===== src/adc_seq_pkg.sv =====
package adc_seq_pkg;

  // ===========================================================
  // register bus
  localparam int ADDR_W = 8;
  localparam int DATA_W = 32;
  localparam logic [7:0] OFF_CONFIG = 8'h00;
  localparam logic [7:0] OFF_CONTROL = 8'h04;
  localparam logic [7:0] OFF_DATA = 8'h08;
  localparam logic [7:0] OFF_STATUS = 8'h0C;
  localparam logic [7:0] OFF_MASK = 8'h10;

  // ===========================================================
  // primary configuration register layout
  localparam int CFG_W = 12;
  localparam int CFG_BYPASS_BIT = 0;
  localparam int CFG_CHOP_BIT = 1;
  localparam int CFG_SEQ_BIT = 2;
  localparam int CFG_RATE_LSB = 3;
  localparam int CFG_DELAY_LSB = 5;
  localparam int CFG_CHAN_LSB = 8;
  localparam logic [11:0] CONFIG_RESET = 12'h001;

  // ===========================================================
  // control, data and status layouts
  localparam int CTL_START_BIT = 0;
  localparam int CTL_STOP_BIT = 1;
  localparam int DATA_CHAN_LSB = 16;
  localparam int ST_W = 3;
  localparam int ST_DONE_BIT = 0;
  localparam int ST_CHAN_BIT = 1;
  localparam int ST_OVR_BIT = 2;
  localparam logic [2:0] STATUS_RESET = 3'h0;
  localparam logic [2:0] MASK_RESET = 3'h0;

  // ===========================================================
  // conversion timing
  localparam int CHAN_W = 4;
  localparam int WORD_W = 7;
  localparam int RESULT_W = 13;
  localparam logic [6:0] PERIOD_LAST = 7'h7F;
  localparam logic [12:0] FULL_SCALE = 13'h1000;
  localparam logic [5:0] DELAY_PERIODS [8] = '{6'h00, 6'h01, 6'h02, 6'h04, 6'h08, 6'h10, 6'h20, 6'h30};

  // ===========================================================
  // sequencer states
  typedef enum logic [1:0] {
    S_IDLE = 2'b00,
    S_SETTLE = 2'b01,
    S_ACCUM = 2'b10
  } conv_state_t;

endpackage : adc_seq_pkg


===== src/conv_link_if.sv =====
interface conv_link_if;
  // first filter stage
  logic decimClear;
  logic [6:0] word;
  logic wordValid;
  // settle delay timer
  logic timerStart;
  logic [2:0] timerCode;
  logic timerDone;

  modport ctrl (output decimClear, timerStart, timerCode, input word, wordValid, timerDone);
  modport decim (input decimClear, output word, wordValid);
  modport timer (input timerStart, timerCode, output timerDone);
endinterface : conv_link_if


===== src/first_stage_decimator.sv =====
module first_stage_decimator
  import adc_seq_pkg::*;
(
  // clock and reset
  input wire logic clk,
  input wire logic srst,
  // modulator stream
  input wire logic modBit,
  // link to sequencer
  conv_link_if.decim link
);

  logic [6:0] cnt_reg; // clock count within one word period
  logic [6:0] ones_reg; // ones seen in this word

  // ===========================================================
  // sample on even clocks, one word every period of 128 clocks
  always_ff @(posedge clk) begin
    if (srst || link.decimClear) begin
      cnt_reg <= 7'h00;
      ones_reg <= 7'h00;
      link.word <= 7'h00;
      link.wordValid <= 1'b0;
    end else begin
      cnt_reg <= cnt_reg + 7'h01;
      link.wordValid <= (cnt_reg == PERIOD_LAST); // [RL12]
      if (cnt_reg == PERIOD_LAST) begin
        link.word <= ones_reg;
        ones_reg <= 7'h00;
      end else if (!cnt_reg[0]) begin
        ones_reg <= ones_reg + {6'h00, modBit}; // [RL8]
      end
    end
  end

  a_odd_no_sample: assert property (@(posedge clk) disable iff (srst) // [RL8]
    (cnt_reg[0] && !link.decimClear && cnt_reg != PERIOD_LAST) |=> ones_reg == $past(ones_reg))
    else $error("modulator sampled on an odd clock");
  // a stop or restart clears the stage and cancels the pending word
  a_word_period: assert property (@(posedge clk) disable iff (srst || link.decimClear) // [RL12]
    $fell(link.decimClear) |-> ##128 link.wordValid)
    else $error("first stage word not after 128 clocks");

endmodule : first_stage_decimator


===== src/settle_delay_timer.sv =====
module settle_delay_timer
  import adc_seq_pkg::*;
(
  // clock and reset
  input wire logic clk,
  input wire logic srst,
  // link to sequencer
  conv_link_if.timer link
);

  logic busy_reg; // counting a delay
  logic [5:0] periods_reg; // periods left
  logic [6:0] sub_reg; // clocks left in this period
  logic [13:0] elapsed_reg; // clocks since the last load, for checks
  logic [2:0] loadCode_reg; // code taken at the last load, for checks

  // ===========================================================
  // whole periods of 128 clocks from the code table
  always_ff @(posedge clk) begin
    if (srst) begin
      busy_reg <= 1'b0;
      periods_reg <= 6'h00;
      sub_reg <= 7'h00;
      link.timerDone <= 1'b0;
    end else if (link.timerStart) begin
      periods_reg <= DELAY_PERIODS[link.timerCode]; // [RL5]
      sub_reg <= PERIOD_LAST; // [RL6]
      busy_reg <= (DELAY_PERIODS[link.timerCode] != 6'h00);
      link.timerDone <= (DELAY_PERIODS[link.timerCode] == 6'h00);
    end else if (busy_reg) begin
      link.timerDone <= 1'b0;
      if (sub_reg != 7'h00) begin
        sub_reg <= sub_reg - 7'h01;
      end else if (periods_reg == 6'h01) begin
        busy_reg <= 1'b0;
        link.timerDone <= 1'b1;
      end else begin
        periods_reg <= periods_reg - 6'h01;
        sub_reg <= PERIOD_LAST;
      end
    end else begin
      link.timerDone <= 1'b0;
    end
  end

  // ===========================================================
  // check helper: clocks since the last load, saturating; a reload restarts the reckoning
  always_ff @(posedge clk) begin
    if (srst) begin
      elapsed_reg <= 14'h3FFF;
      loadCode_reg <= 3'h0;
    end else if (link.timerStart) begin
      elapsed_reg <= 14'h0000;
      loadCode_reg <= link.timerCode;
    end else if (elapsed_reg != 14'h3FFF) begin
      elapsed_reg <= elapsed_reg + 14'h0001;
    end
  end

  a_delay_zero: assert property (@(posedge clk) disable iff (srst) // [RL5]
    (link.timerStart && link.timerCode == 3'h0) |=> link.timerDone)
    else $error("zero delay not immediate");
  a_delay_two: assert property (@(posedge clk) disable iff (srst) // [RL5]
    (loadCode_reg == 3'h2 && elapsed_reg != 14'h3FFF) |-> link.timerDone == (elapsed_reg == 14'h0100))
    else $error("two period delay wrong length");
  a_delay_rate: assert property (@(posedge clk) disable iff (srst) // [RL6]
    (loadCode_reg == 3'h1 && elapsed_reg != 14'h3FFF) |-> link.timerDone == (elapsed_reg == 14'h0080))
    else $error("delay period not 128 clocks");

endmodule : settle_delay_timer


===== src/adc_conversion_timing_control.sv =====
// Overview of operation
// RL1: sequencing mode: flag low per channel result
// RL2: start with steady input gives settled first result
// RL3: host holds input one cycle before trusting
// RL4: fastest single-input rate needs five steady cycles
// RL5: delay codes insert 0..48 periods of 128
// RL6: delay and rates derive from master clock
// RL7: polarity swap halves the result rate
// RL8: modulator sampled at half master clock
// RL9: bypass bit clear selects internal routing
// RL10: multiplexer outputs driven regardless of bypass
// RL11: host programs delay for slow external buffers
// RL12: first stage decimates 64, word per 128
// RL13: second stage averages 1, 4, 16, 64
// RL14: settle delay after each multiplexer change
//
// Implementation choices: the register addresses and the strobed register port.
module adc_conversion_timing_control
  import adc_seq_pkg::*;
(
  // clock and reset
  input wire logic clk,
  input wire logic srst,
  // register port
  input wire logic [7:0] regAddr,
  input wire logic [31:0] regWdata,
  input wire logic regWrite,
  input wire logic regRead,
  output logic [31:0] regRdata,
  // conversion control and modulator stream
  input wire logic startPin,
  input wire logic modBit,
  // converter side outputs
  output logic conversionDoneFlagN,
  output logic [3:0] muxSel,
  output logic muxOutEnable,
  output logic internalBypass,
  output logic polaritySwap,
  // interrupt
  output logic irq
);

  // ===========================================================
  // declarations
  conv_link_if link ();

  logic [11:0] config_reg; // primary configuration register
  logic [2:0] status_reg; // sticky events
  logic [2:0] mask_reg; // interrupt enables
  logic running_reg; // conversions requested
  logic startPrev_reg; // start pin one clock ago
  conv_state_t state_reg; // sequencer state
  logic chopPhase_reg; // second reading of a swapped pair
  logic [12:0] acc_reg; // second stage sum
  logic [5:0] wordCnt_reg; // words taken so far
  logic [12:0] firstHalf_reg; // normalized first reading
  logic [12:0] result_reg; // published result
  logic [3:0] resultChan_reg; // channel of that result
  logic resultEvent_reg; // one clock pulse per result
  logic drdyN_reg; // done flag, low while unread
  logic [3:0] muxSel_reg; // selected channel
  logic [31:0] rdata_reg; // read data stage

  logic bypassBit; // config fields
  logic chopEn;
  logic seqMode;
  logic [1:0] rateSel;
  logic [2:0] delaySel;
  logic [3:0] fixedChan;
  logic wrConfig; // register strobes
  logic wrControl;
  logic wrStatus;
  logic wrMask;
  logic rdData;
  logic startEvent; // start request from pin or command
  logic stopEvent; // stop request from pin or command
  logic enterSettle; // sequencer enters settle this clock
  logic lastWord; // current word closes the average
  logic finishPair; // closing word of a full result
  logic [5:0] lastIndex; // words per average minus one
  logic [12:0] accNext; // sum including current word
  logic [12:0] normSum; // sum scaled to full scale
  logic [13:0] pairSum; // both halves of a swapped pair
  logic [12:0] resultNext; // value to publish

  // ===========================================================
  // submodules
  first_stage_decimator u_decim (
    .clk(clk),
    .srst(srst),
    .modBit(modBit),
    .link(link.decim)
  );

  settle_delay_timer u_timer (
    .clk(clk),
    .srst(srst),
    .link(link.timer)
  );

  // ===========================================================
  // field decode
  assign bypassBit = config_reg[CFG_BYPASS_BIT];
  assign chopEn = config_reg[CFG_CHOP_BIT];
  assign seqMode = config_reg[CFG_SEQ_BIT];
  assign rateSel = config_reg[CFG_RATE_LSB +: 2];
  assign delaySel = config_reg[CFG_DELAY_LSB +: 3];
  assign fixedChan = config_reg[CFG_CHAN_LSB +: CHAN_W];

  // strobe decode
  assign wrConfig = regWrite && (regAddr == OFF_CONFIG);
  assign wrControl = regWrite && (regAddr == OFF_CONTROL);
  assign wrStatus = regWrite && (regAddr == OFF_STATUS);
  assign wrMask = regWrite && (regAddr == OFF_MASK);
  assign rdData = regRead && (regAddr == OFF_DATA);

  // start on pin rising edge or command, stop on falling edge or command
  assign startEvent = (startPin && !startPrev_reg) || (wrControl && regWdata[CTL_START_BIT]);
  assign stopEvent = (!startPin && startPrev_reg) || (wrControl && regWdata[CTL_STOP_BIT]);

  // ===========================================================
  // second stage arithmetic
  always_comb begin
    unique case (rateSel)
      2'b11: lastIndex = 6'h00; // [RL13]
      2'b10: lastIndex = 6'h03;
      2'b01: lastIndex = 6'h0F;
      2'b00: lastIndex = 6'h3F;
    endcase
  end

  assign accNext = acc_reg + {6'h00, link.word};
  assign normSum = accNext << {rateSel, 1'b0};
  assign pairSum = {1'b0, firstHalf_reg} + {1'b0, FULL_SCALE - normSum};
  assign resultNext = chopEn ? pairSum[13:1] : normSum;
  assign lastWord = (state_reg == S_ACCUM) && link.wordValid && (wordCnt_reg == lastIndex);
  assign finishPair = lastWord && !startEvent && !stopEvent && (!chopEn || chopPhase_reg);

  // settle entered from idle, on restart, between halves or after a result
  assign enterSettle = ((state_reg == S_IDLE) && startEvent)
    || ((state_reg != S_IDLE) && startEvent && !stopEvent)
    || (lastWord && !stopEvent);

  // ===========================================================
  // links to submodules
  assign link.decimClear = (state_reg != S_ACCUM); // [RL2]
  assign link.timerStart = enterSettle; // [RL14]
  assign link.timerCode = (seqMode || chopEn) ? delaySel : 3'h0; // [RL14]

  // ===========================================================
  // configuration and mask registers
  always_ff @(posedge clk) begin
    if (srst) begin
      config_reg <= CONFIG_RESET;
    end else if (wrConfig) begin
      config_reg <= regWdata[CFG_W-1:0];
    end
  end

  always_ff @(posedge clk) begin
    if (srst) begin
      mask_reg <= MASK_RESET;
    end else if (wrMask) begin
      mask_reg <= regWdata[ST_W-1:0];
    end
  end

  // ===========================================================
  // run request and start pin history
  always_ff @(posedge clk) begin
    if (srst) begin
      running_reg <= 1'b0;
      startPrev_reg <= 1'b0;
    end else begin
      startPrev_reg <= startPin;
      if (stopEvent) begin
        running_reg <= 1'b0;
      end else if (startEvent) begin
        running_reg <= 1'b1;
      end
    end
  end

  // ===========================================================
  // sequencer: settle, accumulate, publish
  always_ff @(posedge clk) begin
    if (srst) begin
      state_reg <= S_IDLE;
      chopPhase_reg <= 1'b0;
    end else begin
      unique case (state_reg)
        S_IDLE: begin
          if (startEvent) begin
            state_reg <= S_SETTLE; // [RL2]
            chopPhase_reg <= 1'b0;
          end
        end
        S_SETTLE: begin
          if (stopEvent) begin
            state_reg <= S_IDLE;
          end else if (startEvent) begin
            chopPhase_reg <= 1'b0;
          end else if (link.timerDone) begin
            state_reg <= S_ACCUM;
          end
        end
        S_ACCUM: begin
          if (stopEvent) begin
            state_reg <= S_IDLE;
          end else if (startEvent) begin
            state_reg <= S_SETTLE; // fresh start discards partial sums
            chopPhase_reg <= 1'b0;
          end else if (lastWord) begin
            state_reg <= S_SETTLE; // [RL14]
            chopPhase_reg <= chopEn && !chopPhase_reg; // [RL7]
          end
        end
        default: begin
          state_reg <= S_IDLE;
        end
      endcase
    end
  end

  // averager sums words while accumulating
  always_ff @(posedge clk) begin
    if (srst) begin
      acc_reg <= 13'h0000;
      wordCnt_reg <= 6'h00;
    end else if (state_reg != S_ACCUM || lastWord) begin
      acc_reg <= 13'h0000;
      wordCnt_reg <= 6'h00;
    end else if (link.wordValid) begin
      acc_reg <= accNext; // [RL13]
      wordCnt_reg <= wordCnt_reg + 6'h01;
    end
  end

  // first half of a swapped pair is held for the average
  always_ff @(posedge clk) begin
    if (srst) begin
      firstHalf_reg <= 13'h0000;
    end else if (lastWord && chopEn && !chopPhase_reg) begin
      firstHalf_reg <= normSum; // [RL7]
    end
  end

  // ===========================================================
  // result publication and done flag
  always_ff @(posedge clk) begin
    if (srst) begin
      result_reg <= 13'h0000;
      resultChan_reg <= 4'h0;
      resultEvent_reg <= 1'b0;
    end else begin
      resultEvent_reg <= finishPair;
      if (finishPair) begin
        result_reg <= resultNext;
        resultChan_reg <= muxSel_reg;
      end
    end
  end

  // flag falls on each result and rises on the data read; result wins
  always_ff @(posedge clk) begin
    if (srst) begin
      drdyN_reg <= 1'b1;
    end else if (finishPair) begin
      drdyN_reg <= 1'b0; // [RL1]
    end else if (rdData) begin
      drdyN_reg <= 1'b1;
    end
  end

  // ===========================================================
  // channel select: fixed channel or stepping sequence
  always_ff @(posedge clk) begin
    if (srst) begin
      muxSel_reg <= 4'h0;
    end else if (startEvent || !seqMode) begin
      muxSel_reg <= fixedChan;
    end else if (finishPair) begin
      muxSel_reg <= muxSel_reg + 4'h1; // [RL14]
    end
  end

  // ===========================================================
  // sticky status, write one to clear, set wins
  always_ff @(posedge clk) begin
    if (srst) begin
      status_reg <= STATUS_RESET;
    end else begin
      for (int i = 0; i < ST_W; i++) begin
        if (wrStatus && regWdata[i]) begin
          status_reg[i] <= 1'b0;
        end
      end
      if (finishPair) begin
        status_reg[ST_DONE_BIT] <= 1'b1;
      end
      if (finishPair && seqMode) begin
        status_reg[ST_CHAN_BIT] <= 1'b1;
      end
      if (finishPair && !drdyN_reg && !rdData) begin
        status_reg[ST_OVR_BIT] <= 1'b1;
      end
    end
  end

  // ===========================================================
  // register read, data one clock after the strobe
  always_ff @(posedge clk) begin
    if (srst) begin
      rdata_reg <= 32'h0000_0000;
    end else if (regRead) begin
      unique case (regAddr)
        OFF_CONFIG: rdata_reg <= {20'h00000, config_reg};
        OFF_CONTROL: rdata_reg <= {31'h0000_0000, running_reg};
        OFF_DATA: rdata_reg <= {12'h000, resultChan_reg, 3'h0, result_reg};
        OFF_STATUS: rdata_reg <= {29'h0000_0000, status_reg};
        OFF_MASK: rdata_reg <= {29'h0000_0000, mask_reg};
        default: rdata_reg <= 32'h0000_0000; // unmapped reads zero
      endcase
    end else begin
      rdata_reg <= 32'h0000_0000;
    end
  end

  // ===========================================================
  // outputs
  assign regRdata = rdata_reg;
  assign conversionDoneFlagN = drdyN_reg;
  assign muxSel = muxSel_reg;
  assign muxOutEnable = 1'b1; // [RL10]
  assign internalBypass = !bypassBit; // [RL9]
  assign polaritySwap = chopPhase_reg;
  assign irq = |(status_reg & mask_reg);

  // ===========================================================
  // checks
  a_flag_on_result: assert property (@(posedge clk) disable iff (srst) // [RL1]
    resultEvent_reg |-> !conversionDoneFlagN)
    else $error("done flag not low with result");
  a_start_fresh: assert property (@(posedge clk) disable iff (srst) // [RL2]
    (state_reg == S_IDLE && startEvent) |=> state_reg == S_SETTLE && link.decimClear && acc_reg == 13'h0000)
    else $error("start does not restart the filter");
  a_bypass_route: assert property (@(posedge clk) disable iff (srst) // [RL9]
    (wrConfig && !regWdata[CFG_BYPASS_BIT]) |=> internalBypass)
    else $error("internal bypass not selected");
  a_mux_driven: assert property (@(posedge clk) disable iff (srst) // [RL10]
    muxOutEnable)
    else $error("multiplexer outputs released");
  a_single_avg: assert property (@(posedge clk) disable iff (srst) // [RL13]
    (state_reg == S_ACCUM && link.wordValid && rateSel == 2'b11 && !chopEn && !startEvent && !stopEvent)
      |=> resultEvent_reg)
    else $error("single average result missing");
  a_swap_half: assert property (@(posedge clk) disable iff (srst) // [RL7]
    (lastWord && chopEn && !chopPhase_reg && !startEvent && !stopEvent)
      |=> !resultEvent_reg && polaritySwap && state_reg == S_SETTLE)
    else $error("swapped pair published early");
  a_settle_after_step: assert property (@(posedge clk) disable iff (srst) // [RL14]
    (seqMode && !$changed(config_reg) && $changed(muxSel_reg) && !$past(startEvent))
      |-> state_reg == S_SETTLE && $past(link.timerStart))
    else $error("channel change without settle delay");

endmodule : adc_conversion_timing_control


===== config.mk =====
export PLATFORM = sky130hd
export DESIGN_NAME = adc_conversion_timing_control
export DESIGN_NICKNAME = d
export VERILOG_FILES = /design/src/adc_seq_pkg.sv /design/src/conv_link_if.sv /design/src/first_stage_decimator.sv /design/src/settle_delay_timer.sv /design/src/adc_conversion_timing_control.sv
export SDC_FILE = /design/constraint.sdc
export NUM_CORES = 1
export LEC_CHECK = 0
export BUFFER_PORTS_ARGS = -buffer_cell sky130_fd_sc_hd__buf_4
export CAP_MARGIN = 15
export CORE_AREA = 10 10 132 134
export CTS_CLUSTER_SIZE = 30
export DETAILED_ROUTE_END_ITERATION = 10
export DIE_AREA = 0 0 142 144
export GPL_ROUTABILITY_DRIVEN = 0
export PLACE_DENSITY_LB_ADDON = 0.3
export SLEW_MARGIN = 20
export SYNTH_ARGS = -nofsm -noshare
export SYNTH_HDL_FRONTEND = slang
export SYNTH_SLANG_ARGS = --single-unit

===== constraint.sdc =====
create_clock -name clk -period 4.79 [get_ports clk]
set_input_delay 0 -clock clk [delete_from_list [all_inputs] [get_ports clk]]
set_output_delay 0 -clock clk [all_outputs]
set_load 0.05 [all_outputs]

==> summary by stage, run 1 <==
Run status
The run finished with clean final reports.

STA
Setup repair after global routing left no endpoint under its margin. The slew at the pin closest to its max-slew limit is 0.851 ns. The minimum period implied by the final worst setup slack is 4.40 ns.

After layout, the worst setup slack is 0.390 ns. Hold is met by 0.0909 ns. The hold violation total from the final report is 0.

For the final routed database, the setup TNS stands at 0 ns. The number of pins with negative max-slew slack in the final report came to 0. For this run, the top clock speed supported by timing is 227 MHz. Setup violations remaining at the end of the flow were counted as 0.

The relative slew slack is 43.2%. For the final database, setup skew stands at 0.00663 ns. After layout, the worst path uses 91.8% of the clock period.

Clock tree
Counting every sink on the clock net gives 131. The number of buffers on the longest clock path is 2. In this run, CTS created clock tree buffers numbering 17.

After clock tree synthesis, the clock-pin slew on the worst setup and hold paths is 0.06 ns. For the worst-skew pair, the clock arrives at the later sink with an insertion delay of 0.42 ns. The tree is rooted in a sky130_fd_sc_hd__clkbuf_16. The H-tree depth is 4.

The TritonCTS clock tree is yes.

Die
The number of rows created at floorplan is 45. The die boundary height is 144 um. The die is 142 um wide. The area of the placeable core is 0.0149 sq mm. The effective utilization at floorplan is 49.0%. The die covers 0.0204 sq mm. The boundary pin count is 87.

Critical path
The critical path goes through ha_1 -> fa_1 -> a211o_1 -> o21ai_1 -> mux2i_1 -> a31o_2 -> and4b_1 -> and2_1 -> nand2_1 -> xnor2_1 -> ha_1 -> and2_1 -> a31o_2 -> a31oi_1 -> a21oi_1 -> a2111oi_0 -> a211oi_1. The terminus of the critical flop-to-flop path is result_reg[12]. For the worst flop-to-flop path, the logic depth is 17. STA classifies the critical path startpoint as a flip-flop. The worst flop-to-flop path startpoint is u_decim.link.word[0]. The category of the worst setup path capture point is a flip-flop. Data arrives at the worst endpoint at 4.67 ns. The number of buffer and inverter instances along the worst setup path is 0.

The largest individual stage delay along the critical path comes from the cell sky130_fd_sc_hd__fa_1. In this run the number of cells on the critical path is 17. STA puts the critical path data required time at 5.06 ns. Along the worst path, the maximum fanout reaches 5.

The startpoint of the worst setup timing path is u_decim.link.word[0]. In this run the register-to-register setup slack is 0.39 ns. The critical path class is reg2reg.

In this design, the largest share of critical-path delay is due to compound AO/OA/AOI/OAI gates. The critical path endpoint is result_reg[12]. The longest individual stage delay on the worst path is 0.46 ns.

Final layout
The number of nets in the finished design is 1017. The number of antenna diodes in the final layout is 0. The fraction of layout cells with a size suffix above 1 is 11.7%.

The flip-flop count of the largest register after layout is 17. Summing all multi-input logic gate instances after layout gives 0.00432 sq mm. The area added between synthesis and finish is 18.0%. Registers take 0.00262 sq mm. The filler cells instantiated in the layout total 1376.

The count of cells in the finished layout, fillers not included, comes to 1140.

Pwr
The sequential group share of total power is 42.0%. Power spread over the standard cell area amounts to 307 mW/mm^2. The fraction of power spent switching nets is 21.6%.

The worst IR drop on VDD is 0.000267 V. The power spent charging and discharging nets is 569 uW. Summed over all cells, the static leakage comes to 0.00330 uW. The internal power of the cells totals 2070 uW. The power share of the combinational group is 4.8%. Of the total power, the clock network draws 53.2%.

Logic synthesis
In the post-synthesis netlist, the biggest area contributors are sky130_fd_sc_hd__dfxtp_1 36%, sky130_fd_sc_hd__nor2_1 7.0%, sky130_fd_sc_hd__ha_1 5.2%, sky130_fd_sc_hd__a21oi_1 4.7%, sky130_fd_sc_hd__nand2_1 4.5%. The register bit count reported by yosys is 131. The cell taking the most area after synthesis is sky130_fd_sc_hd__dfxtp_1.

The count of flip-flops with a built-in enable after synthesis is 0. For this run, asynchronously set or reset flops after synthesis account for 0%. The commonest cells after synthesis are 136 x sky130_fd_sc_hd__nor2_1, 131 x sky130_fd_sc_hd__dfxtp_1, 88 x sky130_fd_sc_hd__nand2_1, 68 x sky130_fd_sc_hd__a21oi_1, 37 x sky130_fd_sc_hd__clkbuf_1.

The yosys synthesis warning count is 0. The count of distinct cell types in the synthesized netlist is 79. The post-synthesis instance area is 0.00728 sq mm. The dominant cell by count in the synthesized netlist is sky130_fd_sc_hd__nor2_1. Summed over its instances, the top area cell type makes up 36.0% of the synthesized netlist area. A synthesized cell averages 8.20 sq um. The most common flop cell mapped by yosys is sky130_fd_sc_hd__dfxtp_1.

The instance count of the mapped netlist is 888. The fraction of the yosys area taken by sequential cells is 36.0%.

GRT
Global routing consumed, over all layers together, 16.4% of the routing resources. The initial antenna violation count is 0. The number of global-route vias before repair came to 5747. The wire length of the first global-routing pass is 28100 um.

Global routing finished with a remaining overflow of 0. Entering global routing, the biggest net connects 77 pins.

Route
The overall routed net length is 16300 um. The routed length per placed instance is 14.3 um. In the routed layout, each cell is associated on average with a via count of 5.43. For this block, the initial DRC count from the detailed router was 433. For this block, the via count after detailed routing is 6188. The detail route stage leaves a number of antenna-violating nets equal to 0. For this run, design rule violations remaining after detail routing come to 0. The number of detailed-routing iterations run before antenna repair is 5.

Placement
The cell total after placement is 1079. The pre-CTS worst setup slack is 0.387 ns. The detailed placement HPWL is 11400 um.

In this run the tool buffered the top-level ports with 50 buffer cells.

Worst hold path
The kind of path behind the tightest hold check is in2reg.

Flow run
The number of violations of the max-capacitance limit is 0.
-- how the worst min path moves through the flow --
| stage | startpoint | slack [ns] | to | depth (start not counted) |
|---|---|---|---|---|
| detailed placement | startPin | 0.26 | startPrev_reg | 2 |
| CTS | regAddr[2] | 0.07 | regRdata[0] | 5 |
| floorplan | startPin | 0.13 | startPrev_reg | 1 |
| global route | regAddr[5] | 0.13 | regRdata[0] | 4 |
| global placement | startPin | 0.23 | startPrev_reg | 2 |
| finish | regAddr[2] | 0.09 | regRdata[0] | 5 |
-- power by group through the flow --
stage / clock network [uW] / logic (uW) / registers [uW]
4_1_cts: 1440 / 125 / 1110
3_5_place_dp: 0 / 113 / 1130
6_report: 1400 / 126 / 1110
2_1_floorplan: 0 / 94.1 / 1130
5_1_grt: 1480 / 139 / 1110
3_3_place_gp: 0 / 112 / 1130
-- cell families after synthesis --
kind of cell,share of synthesized area (%)
AND/OR/NAND/NOR,23.4
other,0.103
multiplexers,4.04
AO/OA/AOI/OAI,17.7
adder cells (fa/ha/maj),5.84
XOR/XNOR,7.35
flip-flops,36.0
buffers and inverters,5.58
-- final cells by class --
type / count / share of cell area (%)
inverters: 14 / 0.611
repair buffers: 87 / 8.44
flip-flops and latches: 131 / 30.5
well taps: 188 / 2.74
clock inverters: 12 / 2.36
clock buffers: 20 / 5.08
multi-input cells: 688 / 50.3
-- cell usage in the layout (no fill, tap or decap), drive strengths merged, types with 5 or more instances in the layout --
cell and n:
a211oi 18, a21oi 69, a22oi 14, and2 12, and3 9, buf 58, bufinv 5, clkbuf 20
conb 16, dfxtp 131, dlygate4sd3 29, ha 30, inv 16, mux2i 26, nand2 88, nand2b 6
nand3 28, nand3b 5, nand4 7, nor2 136, nor2b 15, nor3 25, nor4 6, o211ai 11
o21ai 28, xnor2 37, xor2 22
-- per-stage QoR --
| step | utilization, % | area, sq um | total power (uW) |
|---|---|---|---|
| 3_3_place_gp | 51.5 | 7650 | 1240 |
| 3_5_place_dp | 51.5 | 7650 | 1250 |
| 2_1_floorplan | - | 7330 | 1220 |
| 4_1_cts | 57.7 | 8580 | 2670 |
| 5_1_grt | 57.8 | 8590 | 2730 |
| 6_report | 57.8 | 8590 | 2640 |
-- per-layer routing --
metal | up-vias | GRT usage, % | wire length [um]
li1 | 3182 | - | -
met1 | 2862 | 21.2 | 7850
met4 | 0 | 5.70 | 216
met2 | 126 | 25.7 | 7370
met5 | - | 0 | 0
met3 | 18 | 4.46 | 849
-- what timing repair did --
action,CTS,global route
setup endpoints to repair,0,2
hold buffers,29,0
endpoints found under the hold margin,21,0
gates resized for setup,0,2
setup buffers,0,0
-- worst min-delay path, stage by stage --
cell                       delay (ns)
sky130_fd_sc_hd__buf_4           0.18
sky130_fd_sc_hd__nand2_1         0.07
sky130_fd_sc_hd__o21ai_0         0.07
sky130_fd_sc_hd__a222oi_1        0.07
sky130_fd_sc_hd__nor2_1          0.09
Note: power is estimated with default switching activity, not from simulation.
==> run 2: changes to the inputs <==
SLEW_MARGIN = default   (was 20)
clock period = 4.35 ns   (was 4.79 ns; I/O delays follow)
==> run 2 against run 1 <==
  * Fmax increased by 6.8%
  * First-iteration DRC count increased by 6.0%
  * Clock-buffer cell count decreased by 1
  * Core utilization increased by 0.56 points
  * Combinational power increased by 10%
  * Cell area increased by 0.96%
  * Cell count increased by 1.2%
  * Via count increased by 0.89%
==> summary by stage, run 2 (synthesized netlist as in run 1, its figures left out) <==
Run status
Status: completed (unchanged).

Route
The routed length per placed instance came to 14.4 um (was 14.3 um). The DRC violation count after routing was 0 (unchanged). The remaining antenna violation count after routing is 0 (unchanged). The number of detailed-routing iterations run before antenna repair was 5 (unchanged).

The via count normalized by instance count came to 5.41 (was 5.43). The overall routed net length is 16600 um (was 16300 um). The initial DRC count is 459 (was 433). The detailed-route via count came to 6243 (was 6188).

STA
The relative slew slack is 40.7% (was 43.2%). The hold violation total from the final report is 0 (unchanged). The period utilization is 94.7% (was 91.8%).

The final-report setup violation count is 0 (unchanged). The minimum period implied by the final worst setup slack is 4.12 ns (was 4.40 ns). The post-route clock skew is 0.00944 ns (was 0.00663 ns). The minimum setup slack in the final design came to 0.231 ns (was 0.390 ns). The slew at the pin closest to its max-slew limit is 0.889 ns (was 0.851 ns). The maximum frequency from static timing analysis is 243 MHz (was 227 MHz).

The worst hold margin is 0.111 ns (was 0.0909 ns). The number of pins with negative max-slew slack in the final report is 0 (unchanged).

Critical path
The startpoint kind of the worst setup timing path is a flip-flop (unchanged). The required time at the worst-slack endpoint came to 4.68 ns (was 5.06 ns). The biggest fanout along the worst timing path is 6 (was 5). The critical path class is reg2reg (unchanged). The data arrival time of the worst path was 4.45 ns (was 4.67 ns).

The worst setup slack for register-to-register paths was 0.23 ns (was 0.39 ns). The cell with the biggest individual delay on the critical path is sky130_fd_sc_hd__mux4_2 (was sky130_fd_sc_hd__fa_1). The number of buffer and inverter instances along the worst setup path was 1 (was 0). The category of the worst setup path capture point was a flip-flop (unchanged).

Cell breakdown of the critical path: ha_1 -> o211ai_1 -> buf_4 -> o211ai_2 -> and2_4 -> xnor2_4 -> mux4_2 -> nand2_1 -> xnor2_1 -> ha_1 -> and2_1 -> a31o_2 -> a31oi_2 -> a21oi_2 -> xnor2_1 -> nand2_1 -> o21ai_0 -> a211oi_1 (was ha_1 -> fa_1 -> a211o_1 -> o21ai_1 -> mux2i_1 -> a31o_2 -> and4b_1 -> and2_1 -> nand2_1 -> xnor2_1 -> ha_1 -> and2_1 -> a31o_2 -> a31oi_1 -> a21oi_1 -> a2111oi_0 -> a211oi_1). The longest individual stage delay on the worst path is 0.57 ns (was 0.46 ns). The kind of cell adding the most delay to the critical path was compound AO/OA/AOI/OAI gates (unchanged).

Placement
The total of buffers placed on input and output ports is 50 (unchanged). The detailed placement HPWL is 11500 um (was 11400 um). The pre-CTS worst setup slack came to 0.106 ns (was 0.387 ns). The cell total after placement is 1092 (was 1079).

Die
The width of the die came to 142 um (unchanged). The area enclosed by the die boundary is 0.0204 sq mm (unchanged). The area of the placeable core was 0.0149 sq mm (unchanged). The die boundary height came to 144 um (unchanged).

The number of rows created at floorplan was 45 (unchanged). The effective utilization at floorplan was 49.0% (unchanged). The boundary pin count is 87 (unchanged).

Pwr
The power density relative to cell area is 319 mW/mm^2 (was 307 mW/mm^2). The static leakage was 0.00334 uW (was 0.00330 uW). The total design power came to 2770 uW (was 2640 uW). The worst IR drop on VDD is 0.000271 V (was 0.000267 V).

Final layout
The area added between synthesis and finish was 19.2% (was 18.0%). The most frequent standard cell in the layout excluding fill and tap cells is sky130_fd_sc_hd__nor2_1 (unchanged). The flip-flop count of the largest register after layout is 17 (unchanged). The layout filler cell count is 1349 (was 1376). The number of nets in the finished design came to 1032 (was 1017). The filler-free cell count of the finished design is 1154 (was 1140). The fraction of layout cells with a size suffix above 1 is 13.8% (was 11.7%). Top library cells by usage in the layout, fill and taps aside: 136 x sky130_fd_sc_hd__nor2_1, 131 x sky130_fd_sc_hd__dfxtp_1, 88 x sky130_fd_sc_hd__nand2_1 (unchanged). The total inserted antenna cells came to 0 (unchanged).

Clock tree
The clock edge transition at the registers on the reported setup and hold paths is 0.06 ns (about the same). The number of buffers inserted during clock tree synthesis is 17 (unchanged). The clock root buffer master is sky130_fd_sc_hd__clkbuf_16 (unchanged). The clock net sink count is 131 (unchanged). The TritonCTS clock tree is yes (unchanged). The H-tree depth came to 4 (unchanged). The source-to-sink clock delay at the later pin of the worst-skew pair is 0.42 ns (about the same). The number of buffers on the longest clock path is 2 (unchanged).

GRT
The wire length of the first global-routing pass was 28100 um (about the same). The largest net degree at the start of global routing was 77 (unchanged). The initial antenna violation count is 0 (unchanged). The number of global-route vias before repair was 5935 (was 5747). The global-route usage over all layers is 16.3% (was 16.4%). The total congestion overflow is 0 (unchanged).

Flow run
The number of violations of the max-capacitance limit is 0 (unchanged).

Worst hold path
The kind of path behind the tightest hold check is in2reg (unchanged).
==> run 2: changes by cell type in the layout (fill, tap and decap cells not counted), moves of 2 or more <==
cell / change
sky130_fd_sc_hd__clkbuf_1: -2
sky130_fd_sc_hd__bufinv_16: -3
sky130_fd_sc_hd__buf_4: +14
sky130_fd_sc_hd__clkinv_4: +2
==> run 2: per-layer routing <==
metal | part of all wire [%] | GRT usage [%] | vias to the layer above
met4 | 2.2 | 6.89 | 0
li1 | - | - | 3221
met5 | 0 | 0 | -
met3 | 5.1 | 4.03 | 28
met1 | 48 | 21.2 | 2853
met2 | 44 | 25.2 | 141
==> run 2: worst paths after layout <==
kind,depth (start not counted),from,endpoint
max,18,u_decim.link.word[2],result_reg[10]
min,5,regAddr[2],regRdata[0]
max reg2reg,18,u_decim.link.word[2],result_reg[10]
min reg2reg,2,resultChan_reg[1],resultChan_reg[1]
==> run 2: timing repair <==
item	4_1_cts	5_1_grt
endpoints found under the setup margin	0	5
gates resized for setup	0	11
setup buffers	0	1
hold buffers	30	0
endpoints found under the hold margin	21	0
==> run 2: worst register-to-register path: cells and delay by family (launching register included) <==
family	cells	cell delay, ns
AND/OR/NAND/NOR	4	0.60
flip-flops	1	0.32
multiplexers	1	0.57
XOR/XNOR	3	0.39
buffers and inverters	1	0.19
AO/OA/AOI/OAI	7	1.28
adder cells (fa/ha/maj)	2	0.70
==> run 2: where the power goes <==
group,total (uW),internal (uW),switching (uW)
Combinational,139,49.8,88.8
Clock,1410,856,551
Sequential,1220,1210,11.0
==> run 2: area by class of cell <==
class / instances / area, sq um / share of cell area, %
Multi-Input combinational cell: 688 / 4350 / 50.1
Sequential cell: 131 / 2620 / 30.2
Clock inverter: 12 / 134 / 1.54
Tap cell: 188 / 235 / 2.71
Clock buffer: 19 / 443 / 5.10
Timing Repair Buffer: 102 / 841 / 9.69
Inverter: 14 / 52.6 / 0.606
==> run 2: through the flow <==
| step | instance area, sq um | util [%] | setup TNS (ns) |
|---|---|---|---|
| 2_1_floorplan | 7330 | - | 0 |
| 3_3_place_gp | 7750 | 52.1 | 0 |
| 3_5_place_dp | 7750 | 52.1 | 0 |
| 4_1_cts | 8630 | 58.0 | 0 |
| 5_1_grt | 8680 | 58.4 | -0.0962 |
| 6_report | 8680 | 58.4 | 0 |
==> run 3: changes to the inputs <==
ABC_AREA = 1   (was default)
CORE_AREA = 10 10 133 135   (was 10 10 132 134)
DIE_AREA = 0 0 143 145   (was 0 0 142 144)
GPL_TIMING_DRIVEN = 0   (was default)
clock period = 4.2 ns   (was 4.35 ns; I/O delays follow)
==> run 3 against run 2 <==
  * Core utilization is 0.66 points higher
  * Sequential power grew 7%
  * Largest power group unchanged
  * Combinational power up 130%
  * Clock-buffer cell count rose by 6
  * Die area up 1.4%
  * Clock skew is 0.0021 ns higher
  * Hold slack got worse by 0.086 ns
  * Sequential cell count did not move
  * Power up 16%
==> summary by stage, run 3 <==
Clock tree
The clock root buffer master is sky130_fd_sc_hd__clkbuf_16 (unchanged). The H-tree depth is 4 (unchanged). The TritonCTS clock tree is yes (unchanged). The clock net sink count is 131 (unchanged).

The number of post-CTS setup repair buffers was 0 (unchanged). The number of buffers on the longest clock path is 2 (unchanged). The source-to-sink clock delay at the later pin of the worst-skew pair is 0.43 ns (was 0.42 ns). The number of buffers inserted during clock tree synthesis came to 17 (unchanged). The clock edge transition at the registers on the reported setup and hold paths is 0.06 ns (about the same).

Critical path
The kind of cell adding the most delay to the critical path is simple AND/OR/NAND/NOR gates (was compound AO/OA/AOI/OAI gates). The cell depth of the worst setup path is 22 (was 18). The category of the worst setup path capture point is a flip-flop (unchanged). The biggest fanout along the worst timing path came to 5 (was 6). The required time at the worst-slack endpoint was 4.49 ns (was 4.68 ns). The data arrival time of the worst path was 4.05 ns (was 4.45 ns). The longest individual stage delay on the worst path is 0.40 ns (was 0.57 ns). The cell with the biggest individual delay on the critical path is sky130_fd_sc_hd__fa_1 (was sky130_fd_sc_hd__mux4_2). The startpoint kind of the worst setup timing path is a flip-flop (unchanged).

The critical path class is reg2reg (unchanged). The cell depth of the worst flop-to-flop path is 22 (was 18). Cell breakdown of the critical path: ha_1 -> fa_1 -> nand2_1 -> nand2_1 -> nand3_1 -> nand3_1 -> nand3_1 -> nand2_1 -> nor2_1 -> nand3_1 -> nor2_2 -> nand2_1 -> nand2_1 -> nand2_1 -> ha_1 -> a21oi_1 -> o21ai_0 -> a21oi_1 -> a21o_1 -> nand3_1 -> nand3_1 -> a21oi_1 (was ha_1 -> o211ai_1 -> buf_4 -> o211ai_2 -> and2_4 -> xnor2_4 -> mux4_2 -> nand2_1 -> xnor2_1 -> ha_1 -> and2_1 -> a31o_2 -> a31oi_2 -> a21oi_2 -> xnor2_1 -> nand2_1 -> o21ai_0 -> a211oi_1). The number of buffer and inverter instances along the worst setup path is 0 (was 1).

Pwr
The sequential group share of total power is 40.7% (was 44.1%). The portion of total power attributed to the clock network is 49.3% (was 50.8%). The static leakage is 0.00408 uW (was 0.00334 uW). The power spent charging and discharging nets is 799 uW (was 651 uW). The power share of the combinational group is 9.9% (was 5.0%).

The total design power is 3200 uW (was 2770 uW). The internal power component came to 2400 uW (was 2120 uW). The power density relative to cell area is 360 mW/mm^2 (was 319 mW/mm^2). The fraction of power spent switching nets is 25.0% (was 23.5%). The worst IR drop on VDD is 0.000447 V (was 0.000271 V).

Logic synthesis
The cell taking the most area after synthesis is sky130_fd_sc_hd__dfxtp_1 (unchanged). The async set-or-reset flop fraction in the synthesized netlist is 0% (unchanged). Leading post-synthesis cells by cell area: sky130_fd_sc_hd__dfxtp_1 35%, sky130_fd_sc_hd__nand2_1 13%, sky130_fd_sc_hd__nand3_1 6.7%, sky130_fd_sc_hd__nor2_1 6.5%, sky130_fd_sc_hd__inv_1 6.5% (was sky130_fd_sc_hd__dfxtp_1 36%, sky130_fd_sc_hd__nor2_1 7.0%, sky130_fd_sc_hd__ha_1 5.2%, sky130_fd_sc_hd__a21oi_1 4.7%, sky130_fd_sc_hd__nand2_1 4.5%). The register bit count reported by yosys is 131 (unchanged). The dominant cell by count in the synthesized netlist is sky130_fd_sc_hd__nand2_1 (was sky130_fd_sc_hd__nor2_1). The fraction of the yosys area taken by sequential cells was 35.3% (was 36.0%). The share of Yosys cell area claimed by the top area cell type is 35.3% (was 36.0%). The instance count of the mapped netlist came to 1107 (was 888). The post-synthesis instance area is 0.00744 sq mm (was 0.00728 sq mm).

The yosys synthesis warning count was 0 (unchanged). The most common flop cell mapped by yosys was sky130_fd_sc_hd__dfxtp_1 (unchanged). Top post-synthesis cells by count: 257 x sky130_fd_sc_hd__nand2_1, 131 x sky130_fd_sc_hd__dfxtp_1, 129 x sky130_fd_sc_hd__nor2_1, 128 x sky130_fd_sc_hd__inv_1, 99 x sky130_fd_sc_hd__nand3_1 (was 136 x sky130_fd_sc_hd__nor2_1, 131 x sky130_fd_sc_hd__dfxtp_1, 88 x sky130_fd_sc_hd__nand2_1, 68 x sky130_fd_sc_hd__a21oi_1, 37 x sky130_fd_sc_hd__clkbuf_1). The average footprint of a synthesized cell came to 6.72 sq um (was 8.20 sq um). The count of flip-flops with a built-in enable after synthesis was 0 (unchanged). The count of distinct cell types in the synthesized netlist is 41 (was 79).

Die
The die boundary height is 145 um (was 144 um). The effective utilization at floorplan was 49.5% (was 49.0%). The area enclosed by the die boundary was 0.0207 sq mm (was 0.0204 sq mm). The area of the placeable core is 0.0150 sq mm (was 0.0149 sq mm). The boundary pin count came to 87 (unchanged). The width of the die is 143 um (was 142 um). The number of rows created at floorplan came to 45 (unchanged).

STA
The post-route clock skew is 0.0116 ns (was 0.00944 ns). The minimum period implied by the final worst setup slack is 3.77 ns (was 4.12 ns). The period utilization is 89.7% (was 94.7%). The final-report setup violation count was 0 (unchanged). The hold violation total from the final report was 0 (unchanged). The maximum frequency from static timing analysis came to 265 MHz (was 243 MHz). The relative slew slack is 46.8% (was 40.7%). The total negative setup slack was 0 ns (unchanged). Setup repair after global routing left no endpoint under its margin. The number of pins with negative max-slew slack in the final report is 0 (unchanged). The slew at the pin closest to its max-slew limit is 0.797 ns (was 0.889 ns).

Placement
The cell total after placement is 1359 (was 1092). The post-place instance area came to 0.00810 sq mm (was 0.00775 sq mm). The detailed placement HPWL was 14500 um (was 11500 um). The total of buffers placed on input and output ports is 50 (unchanged).

GRT
The initial antenna violation count is 0 (unchanged). The global-route usage over all layers is 19.2% (was 16.3%). The total congestion overflow was 0 (unchanged). The number of global-route vias before repair was 6891 (was 5935). The largest net degree at the start of global routing is 17 (was 77).

The wire length of the first global-routing pass is 33000 um (was 28100 um).

Final layout
The total inserted antenna cells is 0 (unchanged). The most frequent standard cell in the layout excluding fill and tap cells is sky130_fd_sc_hd__nand2_1 (was sky130_fd_sc_hd__nor2_1). The filler-free cell count of the finished design is 1405 (was 1154). The flip-flop count of the largest register after layout is 17 (unchanged). The number of nets in the finished design came to 1282 (was 1032). The final design area excluding fillers is 0.00887 sq mm (was 0.00868 sq mm). The fraction of layout cells with a size suffix above 1 is 10.1% (was 13.8%).

Top library cells by usage in the layout, fill and taps aside: 257 x sky130_fd_sc_hd__nand2_1, 131 x sky130_fd_sc_hd__dfxtp_1, 128 x sky130_fd_sc_hd__inv_1, 128 x sky130_fd_sc_hd__nor2_1, 99 x sky130_fd_sc_hd__nand3_1 (was 136 x sky130_fd_sc_hd__nor2_1, 131 x sky130_fd_sc_hd__dfxtp_1, 88 x sky130_fd_sc_hd__nand2_1). The area added between synthesis and finish was 19.3% (was 19.2%).

Route
The number of detailed-routing iterations run before antenna repair is 5 (unchanged). The via count normalized by instance count is 5.29 (was 5.41). The DRC violation count after routing is 0 (unchanged). The overall routed net length is 19900 um (was 16600 um). The remaining antenna violation count after routing was 0 (unchanged). The detailed-route via count is 7427 (was 6243). The routed length per placed instance came to 14.1 um (was 14.4 um). The initial DRC count came to 610 (was 459).

Run status
Status: completed (unchanged).

Worst hold path
The cell count of the worst hold path is 6 (was 5). The kind of path behind the tightest hold check is in2reg (unchanged).

Flow run
The number of violations of the max-capacitance limit was 0 (unchanged).
-- run 3: area by class of cell --
type | instances | area (sq um)
fill | 1433 | 6160
multi-input combinational | 814 | 4130
sequential | 131 | 2620
timing repair buffer | 64 | 515
clock buffer | 25 | 505
inverter | 132 | 495
buffer | 44 | 254
tap | 188 | 235
clock inverter | 7 | 119
-- run 3: path summary, 6_finish.rpt --
path,slack (ns),start,endpoint
min reg2reg,0.45,result_reg[3],result_reg[3]
min,0.03,regRead,conversionDoneFlagN
max reg2reg,0.43,u_decim.link.word[0],result_reg[10]
max,0.43,u_decim.link.word[0],result_reg[10]
-- run 3: repair_timing --
item                                    4_1_cts  5_1_grt
resized for setup                             0        2
hold endpoints to repair                     20        0
endpoints found under the setup margin        0        4
hold buffers                                 14        0
-- run 3: routing by layer --
layer / share of wire (%) / vias to the layer above / track usage, %
met5: 0 / - / 0
met4: 1.7 / 0 / 5.83
met3: 6.1 / 32 / 4.30
met2: 46 / 208 / 31.4
met1: 46 / 3418 / 24.3
li1: - / 3769 / -
-- run 3: tightest hold or removal path: cells and delay by family --
kind          cells  cell delay [ns]
buf+inv           2             0.16
simple gates      4             0.25
-- run 3: power by group through the flow --
| stage | clock [uW] | sequential (uW) | combinational [uW] |
|---|---|---|---|
| 6_report | 1580 | 1300 | 317 |
| 5_1_grt | 1640 | 1310 | 359 |
| 4_1_cts | 1590 | 1300 | 314 |
| 3_5_place_dp | 0 | 1330 | 297 |
| 3_3_place_gp | 0 | 1330 | 295 |
| 2_1_floorplan | 0 | 1320 | 228 |
-- run 3: kinds of logic (layout without fill, tap and decap cells) --
group / after synthesis / in the layout / share of synthesized area (%)
adder cells (fa/ha/maj): 32 / 32 / 5.58
AO/OA/AOI/OAI: 194 / 194 / 14.2
XOR/XNOR: 32 / 32 / 3.77
AND/OR/NAND/NOR: 540 / 540 / 31.0
other: 2 / 16 / 0.101
flip-flops: 131 / 131 / 35.3
buffers and inverters: 176 / 272 / 10.1
-- run 3: per-stage QoR --
step	utilization (%)	hold WS, ns	setup slack [ns]
after global routing	59.0	0.0441	0.0403
after CTS	59.0	0.0220	0.352
after detailed placement	53.9	0.231	0.383
after global placement	53.9	0.228	0.460
final	59.0	0.0251	0.432
after floorplan	-	0.130	0.918
